===== src/logic/ioe_pkg.sv =====
package ioe_pkg;
    // port width and the fixed part of the serial slave address
    localparam int IOE_WIDTH = 8;
    localparam logic [4:0] IOE_ADDR_HI = 5'h1c;

    // command byte codes, low two bits of the command byte
    localparam logic [1:0] IOE_CMD_INPUT = 2'h0;
    localparam logic [1:0] IOE_CMD_OUTPUT = 2'h1;
    localparam logic [1:0] IOE_CMD_POLARITY = 2'h2;
    localparam logic [1:0] IOE_CMD_CONFIG = 2'h3;

    // reset values
    localparam logic [7:0] IOE_OUT_RST = 8'hff;
    localparam logic [7:0] IOE_POL_RST = 8'h00;
    localparam logic [7:0] IOE_CFG_RST = 8'hff;
    localparam logic [1:0] IOE_PTR_RST = 2'h0;
    localparam logic IOE_CTRL_EN_RST = 1'b1;

    // apb byte offsets
    localparam logic [7:0] IOE_OFF_INPUT = 8'h00;
    localparam logic [7:0] IOE_OFF_OUTPUT = 8'h04;
    localparam logic [7:0] IOE_OFF_POLARITY = 8'h08;
    localparam logic [7:0] IOE_OFF_CONFIG = 8'h0c;
    localparam logic [7:0] IOE_OFF_CTRL = 8'h10;
    localparam logic [7:0] IOE_OFF_STATUS = 8'h14;

    // field positions
    localparam int IOE_CTRL_EN_BIT = 0;
    localparam int IOE_STAT_ALERT_BIT = 0;
    localparam int IOE_STAT_BUSY_BIT = 1;
    localparam int IOE_STAT_PINS_LSB = 8;

    // timing
    localparam int IOE_CLK_NS = 8;
    localparam int IOE_ALERT_VALID_NS = 4000;
    localparam int IOE_ALERT_VALID_CYC = IOE_ALERT_VALID_NS / IOE_CLK_NS;
    localparam int IOE_ALERT_LAT_CYC = 6;

    typedef enum logic [3:0] {
        IOE_ST_IDLE,
        IOE_ST_ADDR,
        IOE_ST_ACK_ADDR,
        IOE_ST_CMD,
        IOE_ST_ACK_CMD,
        IOE_ST_WR,
        IOE_ST_ACK_WR,
        IOE_ST_RD,
        IOE_ST_ACK_RD
    } ioe_state_t;
endpackage


===== src/logic/ioe_top.sv =====
// Notes on behaviour
// [RULE_01] alert pulls low while any input pin differs from its captured value
// [RULE_02] any edge on an input pin raises the alert within 4 us
// [RULE_03] alert clears when pins return or the input register is read
// [RULE_04] on a read, clearing happens at the ack bit after scl rises
// [RULE_05] a change inside the read ack pulse may be lost or very short
// [RULE_06] after every clearing, further input changes raise the alert again
// [RULE_07] traffic for other slave addresses neither sets nor clears the alert
// [RULE_08] an output-configured pin never raises the alert
// [RULE_09] turning an output into an input may raise a spurious alert
// [RULE_10] the alert pin only pulls low or floats, never drives high
// [RULE_11] holding the reset pin low forces registers and serial engine to defaults
// [RULE_12] reset pin and power-on reset give the same initial state
// [RULE_13] after reset pin rises, pins and registers may change again
// [RULE_14] after power-up all eight pins are inputs until configured
// [RULE_15] four 8-bit registers: configuration, input, output, polarity
// [RULE_16] a set polarity bit inverts that pin in the input register
// [RULE_17] all four registers are readable by the serial master
// [RULE_18] an input pin has both drivers off, high impedance
// [RULE_19] an output pin drives high or low from the output register
// [RULE_20] two address select pins set the low address bits, four devices
// [RULE_21] command byte codes 0 to 3 pick the register; reads keep it
// [RULE_22] slave address is 0x70 to 0x73; last address bit high means read
// [RULE_23] configuration bit 1 makes an input, 0 an output
// [RULE_24] reading the output register returns the flip-flops, not the pins
// [RULE_25] port pins are synchronised before alert comparison
//
// Added by the designer: the APB interface to the registers and the register offsets.
`timescale 1ns/1ns
module ioe_top
    import ioe_pkg::*;
(
    input wire logic pclk,
    input wire logic presetn,
    input wire logic ce,
    input wire logic [7:0] paddr,
    input wire logic psel,
    input wire logic penable,
    input wire logic pwrite,
    input wire logic [31:0] pwdata,
    output logic [31:0] prdata,
    output logic pready,
    output logic pslverr,
    input wire logic scl_in,
    input wire logic sda_in,
    output logic sda_out,
    output logic sda_oe,
    input wire logic addr_sel_bit0,
    input wire logic addr_sel_bit1,
    input wire logic dev_reset_n_in,
    input wire logic [IOE_WIDTH-1:0] port_pins_in,
    output logic [IOE_WIDTH-1:0] port_pins_out,
    output logic [IOE_WIDTH-1:0] port_pins_oe,
    output logic alert_n_out,
    output logic alert_oe
);
    logic [1:0] bus_s;
    logic [2:0] strap_s;
    logic [IOE_WIDTH-1:0] pins_s;
    logic scl_s;
    logic sda_s;
    logic soft_rst;
    logic scl_q;
    logic sda_q;
    logic scl_rise;
    logic scl_fall;
    logic start_cond;
    logic stop_cond;
    ioe_state_t state_q;
    ioe_state_t state_d;
    logic [3:0] cnt_q;
    logic [3:0] cnt_d;
    logic [7:0] sh_q;
    logic [7:0] sh_d;
    logic [7:0] tx_q;
    logic [7:0] tx_d;
    logic rw_q;
    logic rw_d;
    logic drv_q;
    logic drv_d;
    logic mack_q;
    logic mack_d;
    logic [1:0] ptr_q;
    logic [1:0] ptr_d;
    logic [7:0] out_q;
    logic [7:0] pol_q;
    logic [7:0] cfg_q;
    logic ctrl_en_q;
    logic [31:0] prdata_q;
    logic [IOE_WIDTH-1:0] snap;
    logic alert;
    logic addr_hit;
    logic byte_done;
    logic wr_strobe;
    logic capture;
    logic [7:0] in_view;
    logic [7:0] rd_byte;
    logic apb_setup;
    logic apb_acc;
    logic apb_wr;
    logic sel_input;
    logic sel_output;
    logic sel_pol;
    logic sel_cfg;
    logic sel_ctrl;
    logic sel_status;
    logic addr_ok;
    logic [31:0] rd_mux;
    logic [31:0] status_word;

    // serial lines, straps and port pins all come from outside the clock
    ioe_sync #(.W(2), .RST(2'h3)) u_sync_bus
    (
        .clk(pclk),
        .rst_n(presetn),
        .ce(ce),
        .d({scl_in, sda_in}),
        .q(bus_s)
    );

    ioe_sync #(.W(3), .RST(3'h1)) u_sync_strap
    (
        .clk(pclk),
        .rst_n(presetn),
        .ce(ce),
        .d({addr_sel_bit1, addr_sel_bit0, dev_reset_n_in}),
        .q(strap_s)
    );

    ioe_sync #(.W(IOE_WIDTH), .RST('0)) u_sync_pins
    (
        .clk(pclk),
        .rst_n(presetn),
        .ce(ce),
        .d(port_pins_in),
        .q(pins_s) // [RULE_25]
    );

    ioe_alert #(.W(IOE_WIDTH)) u_alert
    (
        .clk(pclk),
        .rst_n(presetn),
        .ce(ce),
        .clr(soft_rst),
        .pins(pins_s),
        .cfg(cfg_q),
        .capture(capture),
        .snap(snap),
        .alert(alert)
    );

    assign scl_s = bus_s[1];
    assign sda_s = bus_s[0];
    assign soft_rst = ~strap_s[0]; // [RULE_11] [RULE_13]

    // serial line events
    assign scl_rise = scl_s & ~scl_q;
    assign scl_fall = ~scl_s & scl_q;
    assign start_cond = scl_s & scl_q & sda_q & ~sda_s;
    assign stop_cond = scl_s & scl_q & ~sda_q & sda_s;
    assign addr_hit = ctrl_en_q & (sh_q[7:1] == {IOE_ADDR_HI, strap_s[2:1]}); // [RULE_20] [RULE_22]
    assign byte_done = scl_fall & (cnt_q == 4'h8);
    assign wr_strobe = byte_done & (state_q == IOE_ST_WR);

    // capture at the ack rising edge only when this slave is reading input
    assign capture = scl_rise & (ptr_q == IOE_CMD_INPUT) & ~soft_rst
        & (((state_q == IOE_ST_ACK_ADDR) & rw_q)
        | ((state_q == IOE_ST_ACK_RD) & ~sda_s)); // [RULE_04] [RULE_07]

    assign in_view = snap ^ pol_q; // [RULE_16]
    assign rd_byte = (ptr_q == IOE_CMD_INPUT) ? in_view :
        (ptr_q == IOE_CMD_OUTPUT) ? out_q :
        (ptr_q == IOE_CMD_POLARITY) ? pol_q : cfg_q; // [RULE_17] [RULE_24]

    always_comb
    begin
        state_d = state_q;
        cnt_d = cnt_q;
        sh_d = sh_q;
        tx_d = tx_q;
        rw_d = rw_q;
        drv_d = drv_q;
        mack_d = mack_q;
        ptr_d = ptr_q;
        if (start_cond)
        begin
            state_d = IOE_ST_ADDR;
            cnt_d = 4'h0;
            drv_d = 1'b0;
        end
        else if (stop_cond)
        begin
            state_d = IOE_ST_IDLE;
            drv_d = 1'b0;
        end
        else
        begin
            case (state_q)
                IOE_ST_ADDR, IOE_ST_CMD, IOE_ST_WR:
                begin
                    if (scl_rise)
                    begin
                        sh_d = {sh_q[6:0], sda_s};
                        cnt_d = cnt_q + 4'h1;
                    end
                    else if (byte_done)
                    begin
                        cnt_d = 4'h0;
                        if (state_q == IOE_ST_CMD)
                        begin
                            state_d = IOE_ST_ACK_CMD;
                            ptr_d = sh_q[1:0]; // [RULE_21]
                            drv_d = 1'b1;
                        end
                        else if (state_q == IOE_ST_WR)
                        begin
                            state_d = IOE_ST_ACK_WR;
                            drv_d = 1'b1;
                        end
                        else if (addr_hit)
                        begin
                            state_d = IOE_ST_ACK_ADDR;
                            rw_d = sh_q[0]; // [RULE_22]
                            drv_d = 1'b1;
                        end
                        else
                        begin
                            // foreign address: stay silent until the next start
                            state_d = IOE_ST_IDLE; // [RULE_07]
                        end
                    end
                end
                IOE_ST_ACK_ADDR:
                begin
                    if (scl_fall)
                    begin
                        cnt_d = 4'h0;
                        if (rw_q)
                        begin
                            state_d = IOE_ST_RD;
                            tx_d = rd_byte;
                            drv_d = ~rd_byte[7];
                        end
                        else
                        begin
                            state_d = IOE_ST_CMD;
                            drv_d = 1'b0;
                        end
                    end
                end
                IOE_ST_ACK_CMD, IOE_ST_ACK_WR:
                begin
                    if (scl_fall)
                    begin
                        state_d = IOE_ST_WR;
                        cnt_d = 4'h0;
                        drv_d = 1'b0;
                    end
                end
                IOE_ST_RD:
                begin
                    if (scl_fall)
                    begin
                        if (cnt_q == 4'h7)
                        begin
                            state_d = IOE_ST_ACK_RD;
                            drv_d = 1'b0;
                        end
                        else
                        begin
                            drv_d = ~tx_q[6];
                            tx_d = {tx_q[6:0], 1'b0};
                            cnt_d = cnt_q + 4'h1;
                        end
                    end
                end
                IOE_ST_ACK_RD:
                begin
                    if (scl_rise)
                    begin
                        mack_d = ~sda_s;
                    end
                    else if (scl_fall)
                    begin
                        cnt_d = 4'h0;
                        if (mack_q)
                        begin
                            // same register again until a new command byte
                            state_d = IOE_ST_RD; // [RULE_21]
                            tx_d = rd_byte;
                            drv_d = ~rd_byte[7];
                        end
                        else
                        begin
                            state_d = IOE_ST_IDLE;
                        end
                    end
                end
                default:
                begin
                    state_d = IOE_ST_IDLE;
                end
            endcase
        end
    end

    // serial engine; the reset pin holds it idle like a power-on reset
    always_ff @(posedge pclk or negedge presetn)
    begin
        if (!presetn)
        begin
            scl_q <= 1'b1;
            sda_q <= 1'b1;
            state_q <= IOE_ST_IDLE;
            cnt_q <= 4'h0;
            sh_q <= 8'h00;
            tx_q <= 8'h00;
            rw_q <= 1'b0;
            drv_q <= 1'b0;
            mack_q <= 1'b0;
        end
        else if (ce)
        begin
            scl_q <= scl_s;
            sda_q <= sda_s;
            state_q <= soft_rst ? IOE_ST_IDLE : state_d; // [RULE_11] [RULE_12]
            cnt_q <= cnt_d;
            sh_q <= sh_d;
            tx_q <= tx_d;
            rw_q <= rw_d;
            drv_q <= ~soft_rst & drv_d;
            mack_q <= mack_d;
        end
    end

    // device registers
    always_ff @(posedge pclk or negedge presetn)
    begin
        if (!presetn)
        begin
            ptr_q <= IOE_PTR_RST;
            out_q <= IOE_OUT_RST;
            pol_q <= IOE_POL_RST;
            cfg_q <= IOE_CFG_RST; // [RULE_14]
        end
        else if (ce)
        begin
            if (soft_rst)
            begin
                ptr_q <= IOE_PTR_RST; // [RULE_11] [RULE_12]
                out_q <= IOE_OUT_RST;
                pol_q <= IOE_POL_RST;
                cfg_q <= IOE_CFG_RST;
            end
            else
            begin
                ptr_q <= ptr_d;
                // input register ignores writes
                if (wr_strobe && ptr_q == IOE_CMD_OUTPUT)
                begin
                    out_q <= sh_q; // [RULE_15]
                end
                if (wr_strobe && ptr_q == IOE_CMD_POLARITY)
                begin
                    pol_q <= sh_q;
                end
                if (wr_strobe && ptr_q == IOE_CMD_CONFIG)
                begin
                    cfg_q <= sh_q; // [RULE_23]
                end
            end
        end
    end

    // apb side: mirrors of the device plus enable and status
    assign apb_setup = psel & ~penable;
    assign apb_acc = psel & penable;
    assign apb_wr = apb_acc & pwrite & pready;
    assign sel_input = paddr == IOE_OFF_INPUT;
    assign sel_output = paddr == IOE_OFF_OUTPUT;
    assign sel_pol = paddr == IOE_OFF_POLARITY;
    assign sel_cfg = paddr == IOE_OFF_CONFIG;
    assign sel_ctrl = paddr == IOE_OFF_CTRL;
    assign sel_status = paddr == IOE_OFF_STATUS;
    assign addr_ok = sel_input | sel_output | sel_pol | sel_cfg | sel_ctrl | sel_status;
    assign status_word = ({24'h0, pins_s} << IOE_STAT_PINS_LSB)
        | ({31'h0, state_q != IOE_ST_IDLE} << IOE_STAT_BUSY_BIT)
        | ({31'h0, alert} << IOE_STAT_ALERT_BIT);
    assign rd_mux = sel_input ? {24'h0, in_view} :
        sel_output ? {24'h0, out_q} :
        sel_pol ? {24'h0, pol_q} :
        sel_cfg ? {24'h0, cfg_q} :
        sel_ctrl ? ({31'h0, ctrl_en_q} << IOE_CTRL_EN_BIT) :
        sel_status ? status_word : 32'h0;
    assign pready = 1'b1;
    assign pslverr = apb_acc & ~addr_ok;
    assign prdata = prdata_q;

    // read data registered in setup so it stands for the access phase
    always_ff @(posedge pclk or negedge presetn)
    begin
        if (!presetn)
        begin
            prdata_q <= 32'h0;
            ctrl_en_q <= IOE_CTRL_EN_RST;
        end
        else if (ce)
        begin
            if (apb_setup)
            begin
                prdata_q <= rd_mux;
            end
            if (apb_wr && sel_ctrl)
            begin
                ctrl_en_q <= pwdata[IOE_CTRL_EN_BIT];
            end
        end
    end

    // pins: open drain for sda and alert, push-pull for the port
    assign sda_out = 1'b0;
    assign sda_oe = drv_q;
    assign port_pins_out = out_q; // [RULE_19]
    assign port_pins_oe = ~cfg_q; // [RULE_18] [RULE_23]
    assign alert_n_out = 1'b0; // [RULE_10]
    assign alert_oe = alert; // [RULE_01]
endmodule


===== src/logic/ioe_sync.sv =====
`timescale 1ns/1ns
module ioe_sync
    import ioe_pkg::*;
#(
    parameter int W = 1,
    parameter logic [W-1:0] RST = '0
)
(
    input wire logic clk,
    input wire logic rst_n,
    input wire logic ce,
    input wire logic [W-1:0] d,
    output logic [W-1:0] q
);
    logic [W-1:0] s1_q;
    logic [W-1:0] s2_q;
    logic [W-1:0] s3_q;

    if (W < 1)
    begin : g_chk
        $error("ioe_sync width must be at least one");
    end

    // value moves only once the last two stages agree
    always_ff @(posedge clk or negedge rst_n)
    begin
        if (!rst_n)
        begin
            s1_q <= RST;
            s2_q <= RST;
            s3_q <= RST;
            q <= RST;
        end
        else if (ce)
        begin
            s1_q <= d;
            s2_q <= s1_q;
            s3_q <= s2_q;
            q <= (s2_q == s3_q) ? s3_q : q;
        end
    end
endmodule


===== src/logic/ioe_alert.sv =====
`timescale 1ns/1ns
module ioe_alert
    import ioe_pkg::*;
#(
    parameter int W = IOE_WIDTH
)
(
    input wire logic clk,
    input wire logic rst_n,
    input wire logic ce,
    input wire logic clr,
    input wire logic [W-1:0] pins,
    input wire logic [W-1:0] cfg,
    input wire logic capture,
    output logic [W-1:0] snap,
    output logic alert
);
    logic primed_q;
    logic [W-1:0] diff;
    logic [2:0] settle_q;

    if (W < 1 || IOE_ALERT_LAT_CYC > IOE_ALERT_VALID_CYC)
    begin : g_chk
        $error("ioe_alert cannot meet the alert valid time");
    end

    // only input-configured pins may differ
    for (genvar i = 0; i < W; i++)
    begin : g_bit
        assign diff[i] = cfg[i] & (pins[i] ^ snap[i]); // [RULE_08] [RULE_09]
    end

    always_ff @(posedge clk or negedge rst_n)
    begin
        if (!rst_n)
        begin
            primed_q <= 1'b0;
            snap <= '0;
            settle_q <= 3'h0;
            alert <= 1'b0;
        end
        else if (ce)
        begin
            if (clr)
            begin
                primed_q <= 1'b0;
            end
            else if (!primed_q || capture)
            begin
                // pins need a few cycles through the synchroniser after reset
                settle_q <= settle_q + {2'h0, ~&settle_q};
                primed_q <= primed_q | (&settle_q);
                snap <= pins; // [RULE_03] [RULE_04]
            end
            // a change landing on the capture cycle is absorbed, by design
            alert <= primed_q & ~capture & ~clr & (|diff); // [RULE_01] [RULE_02] [RULE_05] [RULE_06]
        end
    end
endmodule


===== config.mk =====
export PLATFORM = sky130hd
export DESIGN_NAME = ioe_top
export DESIGN_NICKNAME = d
export VERILOG_FILES = /design/src/logic/ioe_pkg.sv /design/src/logic/ioe_top.sv /design/src/logic/ioe_sync.sv /design/src/logic/ioe_alert.sv
export SDC_FILE = /design/constraint.sdc
export NUM_CORES = 1
export LEC_CHECK = 0
export BUFFER_PORTS_ARGS = -buffer_cell sky130_fd_sc_hd__buf_4
export CAP_MARGIN = 40
export CORE_UTILIZATION = 35
export DETAILED_ROUTE_END_ITERATION = 8
export PLACE_DENSITY_LB_ADDON = 0.3
export SLEW_MARGIN = 10
export SYNTH_ARGS = -nofsm -noshare
export SYNTH_HDL_FRONTEND = slang
export SYNTH_SLANG_ARGS = --single-unit

===== constraint.sdc =====
create_clock -name pclk -period 4.9 [get_ports pclk]
set_clock_uncertainty 0.15 [all_clocks]
set_input_delay 0.735 -clock pclk [delete_from_list [all_inputs] [get_ports pclk]]
set_output_delay 0.735 -clock pclk [all_outputs]
set_load 0.05 [all_outputs]

## Yosys cells after proc, flatten, opt, wreduce, memory -nomap -nowiden

Cells that the tools add are included.

| word-level totals | value |
|---|---|
| input port bits | 59 |
| output and inout bits | 54 |
| word-level logic and storage cells | 257 |
| bits in registers | 152 |

| cells by class | value |
|---|---|
| reductions and logical operators | 34 |
| eq/ne operators | 52 |
| mux-type cells | 74 |
| bitwise logic cells | 64 |
| add/sub/neg operators | 2 |

Operators with widths:

| operator | count |
|---|---|
| 16-bit 2-to-1 mux | 6 |
| 4-bit 2-to-1 mux | 19 |
| 8-bit 2-to-1 mux | 9 |
| 7-bit 2-to-1 mux | 7 |
| 5-bit inequality test (second input constant) | 8 |
| 2-bit inequality test (second input constant) | 17 |
| 1-bit bitwise AND | 31 |
| 7-bit one-hot mux with 3 select lines | 1 |
| 4-bit by 3-bit == test with 1-bit output (second input constant) | 5 |
| 4-bit one-hot mux with 5 select lines | 1 |
| 2-bit AND reduction | 9 |
| 9-bit AND reduction | 2 |
| 1-bit 2-to-1 mux | 17 |
| 8-bit by 4-bit == test with 1-bit output (second input constant) | 2 |
| 8-bit by 5-bit == test with 1-bit output (second input constant) | 2 |
| 2-bit 2-to-1 mux | 8 |
| 16-bit by 1-bit bitwise OR with 16-bit output | 1 |
| 16-bit by 2-bit bitwise OR with 16-bit output | 1 |
| 4-bit one-hot mux with 4 select lines | 1 |
| 1-bit inverter | 14 |
| 7-bit AND reduction | 2 |
| 3-bit 2-to-1 mux | 4 |
| 11-bit AND reduction | 1 |
| 5-bit AND reduction | 2 |
| other kinds (32) | 56 |

## Longest topological paths before layout

| logic depth | value |
|---|---|
| word-level depth | 12 |
| mapped depth | 8 |
| mapped depth without buffers | 8 |

## Hierarchy

A second synthesis with hierarchy kept.

| second synthesis, totals | value |
|---|---|
| cells, all modules | 660 |
| area total of the unflattened synthesis | 7259.5 um^2 |

By module, submodules not included:

| module | area an instance (um^2) | sequential area each (um^2) | cells an instance | instances |
|---|---|---|---|---|
| ioe_top | 4480.5 | 1800.5 | 476 | 1 |
| ioe_sync at u_sync_pins | 1277.5 | 800.8 | 79 | 1 |
| ioe_alert | 659.4 | 325.3 | 49 | 1 |
| ioe_sync at u_sync_strap | 480.5 | 305.3 | 29 | 1 |
| ioe_sync at u_sync_bus | 361.6 | 210.2 | 27 | 1 |

## Worst setup path before layout

OpenSTA, ideal clock, no wires.

| timing path | value |
|---|---|
| kind | input to output |
| from | input port paddr[3] |
| to | output port pslverr |
| path buffers | 2 |
| cell stages on the path | 4 |
| slack | 1.949 ns |
| data required time | 4.015 ns |
| arrival | 2.066 ns |
| cells stage by stage | clkbuf_1 -> buf_1 -> a21oi_1 -> nor2_1 |

| between the ends | value |
|---|---|
| cells in the longest elaborated chain, start to end | 8 |
| elaborated cells between the ends (all ways) | 13 |
| classes of those cells | eq/ne: 5; bitwise: 7; reduce/logical: 1 |

Ends and longest elaborated chain:

| element | line | text |
|---|---|---|
| start: declaration | ioe_top.sv:36 | `input wire logic [7:0] paddr,` |
| 8-bit by 3-bit == test with 1-bit output / 8-bit zero test (equally long branches) | ioe_top.sv:380, ioe_top.sv:379 |  |
| 1-bit bitwise OR (4 in a row) | ioe_top.sv:385 | `assign addr_ok = sel_input \| sel_output \| sel_pol \| sel_cfg \| sel_ctrl \| sel_status;` |
| 1-bit bitwise OR (*) | ioe_top.sv:385 |  |
| 1-bit inverter (*) | ioe_top.sv:396 | `assign pslverr = apb_acc & ~addr_ok;` |
| 1-bit bitwise AND (*) | ioe_top.sv:396 |  |
| end: declaration | ioe_top.sv:43 | `output logic pslverr,` |

Mark *: on every way between the ends. The rest lies on a longest branch, timed or not.

## Worst setup path after layout

| timing path | value |
|---|---|
| from | register ptr_q[0] |
| to | register u_alert.snap[4] |

| between the ends | value |
|---|---|
| cells in the longest elaborated chain, start to end | 6 |

Ends and longest elaborated chain:

| element | line | text |
|---|---|---|
| start: declaration | ioe_top.sv:83 | `logic [1:0] ptr_q;` |
| start signal: assignment | ioe_top.sv:357 | `ptr_q <= ptr_d;` |
| 2-bit zero test | ioe_top.sv:166 | `assign capture = scl_rise & (ptr_q == IOE_CMD_INPUT) & ~soft_rst` |
| 1-bit bitwise AND (2 in a row) | ioe_top.sv:166 |  |
| 1-bit bitwise AND | ioe_top.sv:167 | `& (((state_q == IOE_ST_ACK_ADDR) & rw_q)` |
| 1-bit logical OR | ioe_alert.sv:48 | `else if (!primed_q \|\| capture)` |
| 3-bit AND reduction (no source line) | -- |  |
| end signal: assignment | ioe_alert.sv:53 | `snap <= pins;` |
| end: declaration | ioe_alert.sv:15 | `output logic [W-1:0] snap,` |

No other way between the ends.
A chain may end at the register's enable or synchronous reset.

==> qor.txt <==
Cell area after layout - 0.008389 mm²
Placed inst area - 0.007812 mm²
DR iter-0 viols - 249
Final Critical Period - 3.075 ns
Mapped Cells - 645
Logic pwr share - 0.179
Post-cts sizing count - 0
Die width - 145.3 µm
Int Pwr - 2.288 mW
Slowest stage delay, CP - 0.69 ns
Number of flip-flops in the largest register - 16
Cell variety after synth - 78
Nets - 759
Max cap viols - 0
CP max stage cell - dfrtp_1
Clock Path Buffers - 2
Global placer's final weighted congestion - 0.8473
TNS Setup - 0 ns
Vias per inst - 5.292
CTS buffer count - 17
Setup Viol. Count Final - 0
Arrival @ worst endpoint - 3.23 ns
Row count - 52
Synth top area cells - dfrtp_1 37%, dfstp_2 11%, mux2_2 11%
CTS tree - done
Rel. slew slack - 0.4366
CTS Hold Buffers Added - 0
Synthesis-to-finish area growth - 16.79%
Placed cell count - 947
CTS root buf - clkbuf_16
IO Count - 113
Tot GR Track Use - 0.1732
Drt drc - 0
Switch share - 0.3121
Worst slew pin tran - 0.8452 ns
Core area - 0.02017 mm²
Initial Util - 0.3561
Clock share of power - 0.378
Antenna diodes - 0
Crit Path Category - reg2reg
Met2 usage - 0.2805
Ys Warns - 0
Vias in the first global route - 5247
Antenna violations before repair - 0
Psw - 1.038 mW
Hold/Removal Path Class - in2async
Dpl hpwl - 12.46 mm
Worst path required time - 5.06 ns
Post-synthesis sequential area ratio - 0.4792
Fraction of registers with async set/reset - 1.000
Cell Count, Final, Fillers Out - 979
Via count - 5181
Largest net degree at the start of global routing - 66
Detail Route Antenna Nets - 0
Met3 Use GR - 0.03239
Die area - 0.02110 mm²
GRT busiest layer - met2
Post-synthesis area per instance - 11.14 µm²
Critical Path Start Type - flop
Syn Std Cell Area - 0.007183 mm²
CTS clock-pin slew for the worst setup and hold paths - 0.06 ns
Routed wire length - 17.52 mm
Worst-path cell chain - inv_1, nand2_1, o41ai_2, and2b_1, mux2_1
WL/cell - 17.90 µm
Clk Latency, worst-skew pair - 0.43 ns
Routing usage on met1 - 0.2293
Layout cells sized above 1 - 0.3145
Port buffer count - 62
Crit share post-route - 0.6276
Die Y-Extent - 145.3 µm
Fmax - 325.2 MHz
RSZ-0062 raised after global routing - no
Slew Viols, Final - 0
Status - finished clean
Post-synth EDFFs - 0
Post-CTS Setup Inserts - 0
Global-route wire length before repair - 28.65 mm
Worst IR Drop VDD - 0.0002362 V
CP Capture Type - flop
Post-synth top area share - 0.3658
P per Cell Area - 396.4 mW/mm²
Clock Sinks - 136
Flop pwr share - 0.443
Pre-CTS setup slack - 1.860 ns
CP max FO - 19
DR pass1 iterations - 4
Main synth FF type - dfrtp_1
Final WS setup - 1.825 ns
Leakage power - 3.612 nW
Yosys reg bits - 136
Worst hold margin - 0.06655 ns
H-tree depth - 4
Total grt overflow - 0
Top cell type by total area after synthesis - dfrtp_1
Final Hold Vio Count - 0
## synthesized netlist by cell type, drive strengths merged (2+ instances only)
master,number
a211oi,3
a21oi,28
a22o,17
a22oi,2
a2bb2oi,3
a31oi,11
a32o,2
a32oi,4
and3,3
and3b,2
buf,29
clkbuf,22
conb,2
dfrtp,105
dfstp,31
ha,4
inv,21
mux2,80
mux2i,18
mux4,5
nand2,38
nand2b,13
nand3,9
nand3b,6
nand4,9
nor2,47
nor2b,4
nor3,8
nor3b,3
nor4,4
nor4b,2
o211ai,6
o21ai,29
o22a,8
o22ai,8
o311ai,3
o31ai,5
o41ai,2
xnor2,29
xor2,3
## worst max-delay path, delay by kind of cell, from the launching register on
kind	cells	cell delay, ns
muxes	1	0.38
buffers and inverters	1	0.58
DFF	1	0.69
AOI/OAI and AO/OA	1	0.40
and+or+nand+nor	2	0.74
## area by class of cell
type / count / area [µm²]
Clock inverter: 13 / 133.9
Clock buffer: 19 / 442.9
Timing Repair Buffer: 66 / 519.2
Tap cell: 270 / 337.8
Inverter: 21 / 78.83
Fill cell: 1966 / 11780
Sequential cell: 136 / 3442
Multi-Input combinational cell: 454 / 3435
## metal layers
layer  share of wire  wire length (µm)  vias to the layer above
met2            0.48              8427                      151
met1            0.45              7811                     2584
met4           0.018               310                        0
met5               0                 0                        -
li1                -                 -                     2425
met3           0.055               972                       21
## path summary, 6_finish.rpt
path,start,endpoint,slack (ns),cells past startpoint
min in group pclk,prdata[2],prdata[2],0.34,2
hold / removal,presetn,cnt_q[1],0.07,1
setup reg to reg,ptr_q[0],u_alert.snap[4],1.82,5
max in group asynchronous,presetn,cfg_q[6],3.71,2
setup / recovery,ptr_q[0],u_alert.snap[4],1.82,5
hold reg to reg,prdata[2],prdata[2],0.34,2
## power groups by stage
stage	combinational, mW	sequential (mW)	clock (mW)
floorplan	0.491	1.40	0
global placement	0.572	1.48	0
detailed placement	0.597	1.49	0
CTS	0.602	1.47	1.28
global route	0.651	1.50	1.33
finish	0.594	1.47	1.26
## logic make-up after synthesis
family                     Yosys count  synth area share
and+or+nand+nor                    156            0.1174
adders and majority gates            4          0.006968
DFF                                136            0.4792
xor gates and xnor gates            32           0.04006
AOI/OAI and AO/OA                  140            0.1376
muxes                              103            0.1662
other                                2          0.001046
buffers and inverters               72           0.05156
## per-stage QoR
stage	utilization	total power [mW]
after floorplan	-	1.891
after global placement	0.3860	2.051
after detailed placement	0.3873	2.088
after CTS	0.4159	3.353
after global routing	0.4159	3.480
final	0.4159	3.325
## cell usage in the layout, fill, tap and decap left out, types with 6 or more instances in the layout
cell	count
nor3_1	6
nand2b_1	13
a21oi_1	27
mux2i_1	18
o22a_1	8
nand3b_1	6
conb_1	19
a31oi_1	10
buf_4	64
mux2_1	11
o21ai_0	27
nand3_1	9
xnor2_1	28
dfstp_2	31
nand4_1	8
clkbuf_16	17
dfrtp_1	105
nand2_1	38
inv_1	19
mux2_2	69
a22o_1	17
o22ai_1	8
nor2_1	44
Note: power is estimated with default switching activity, not from simulation.
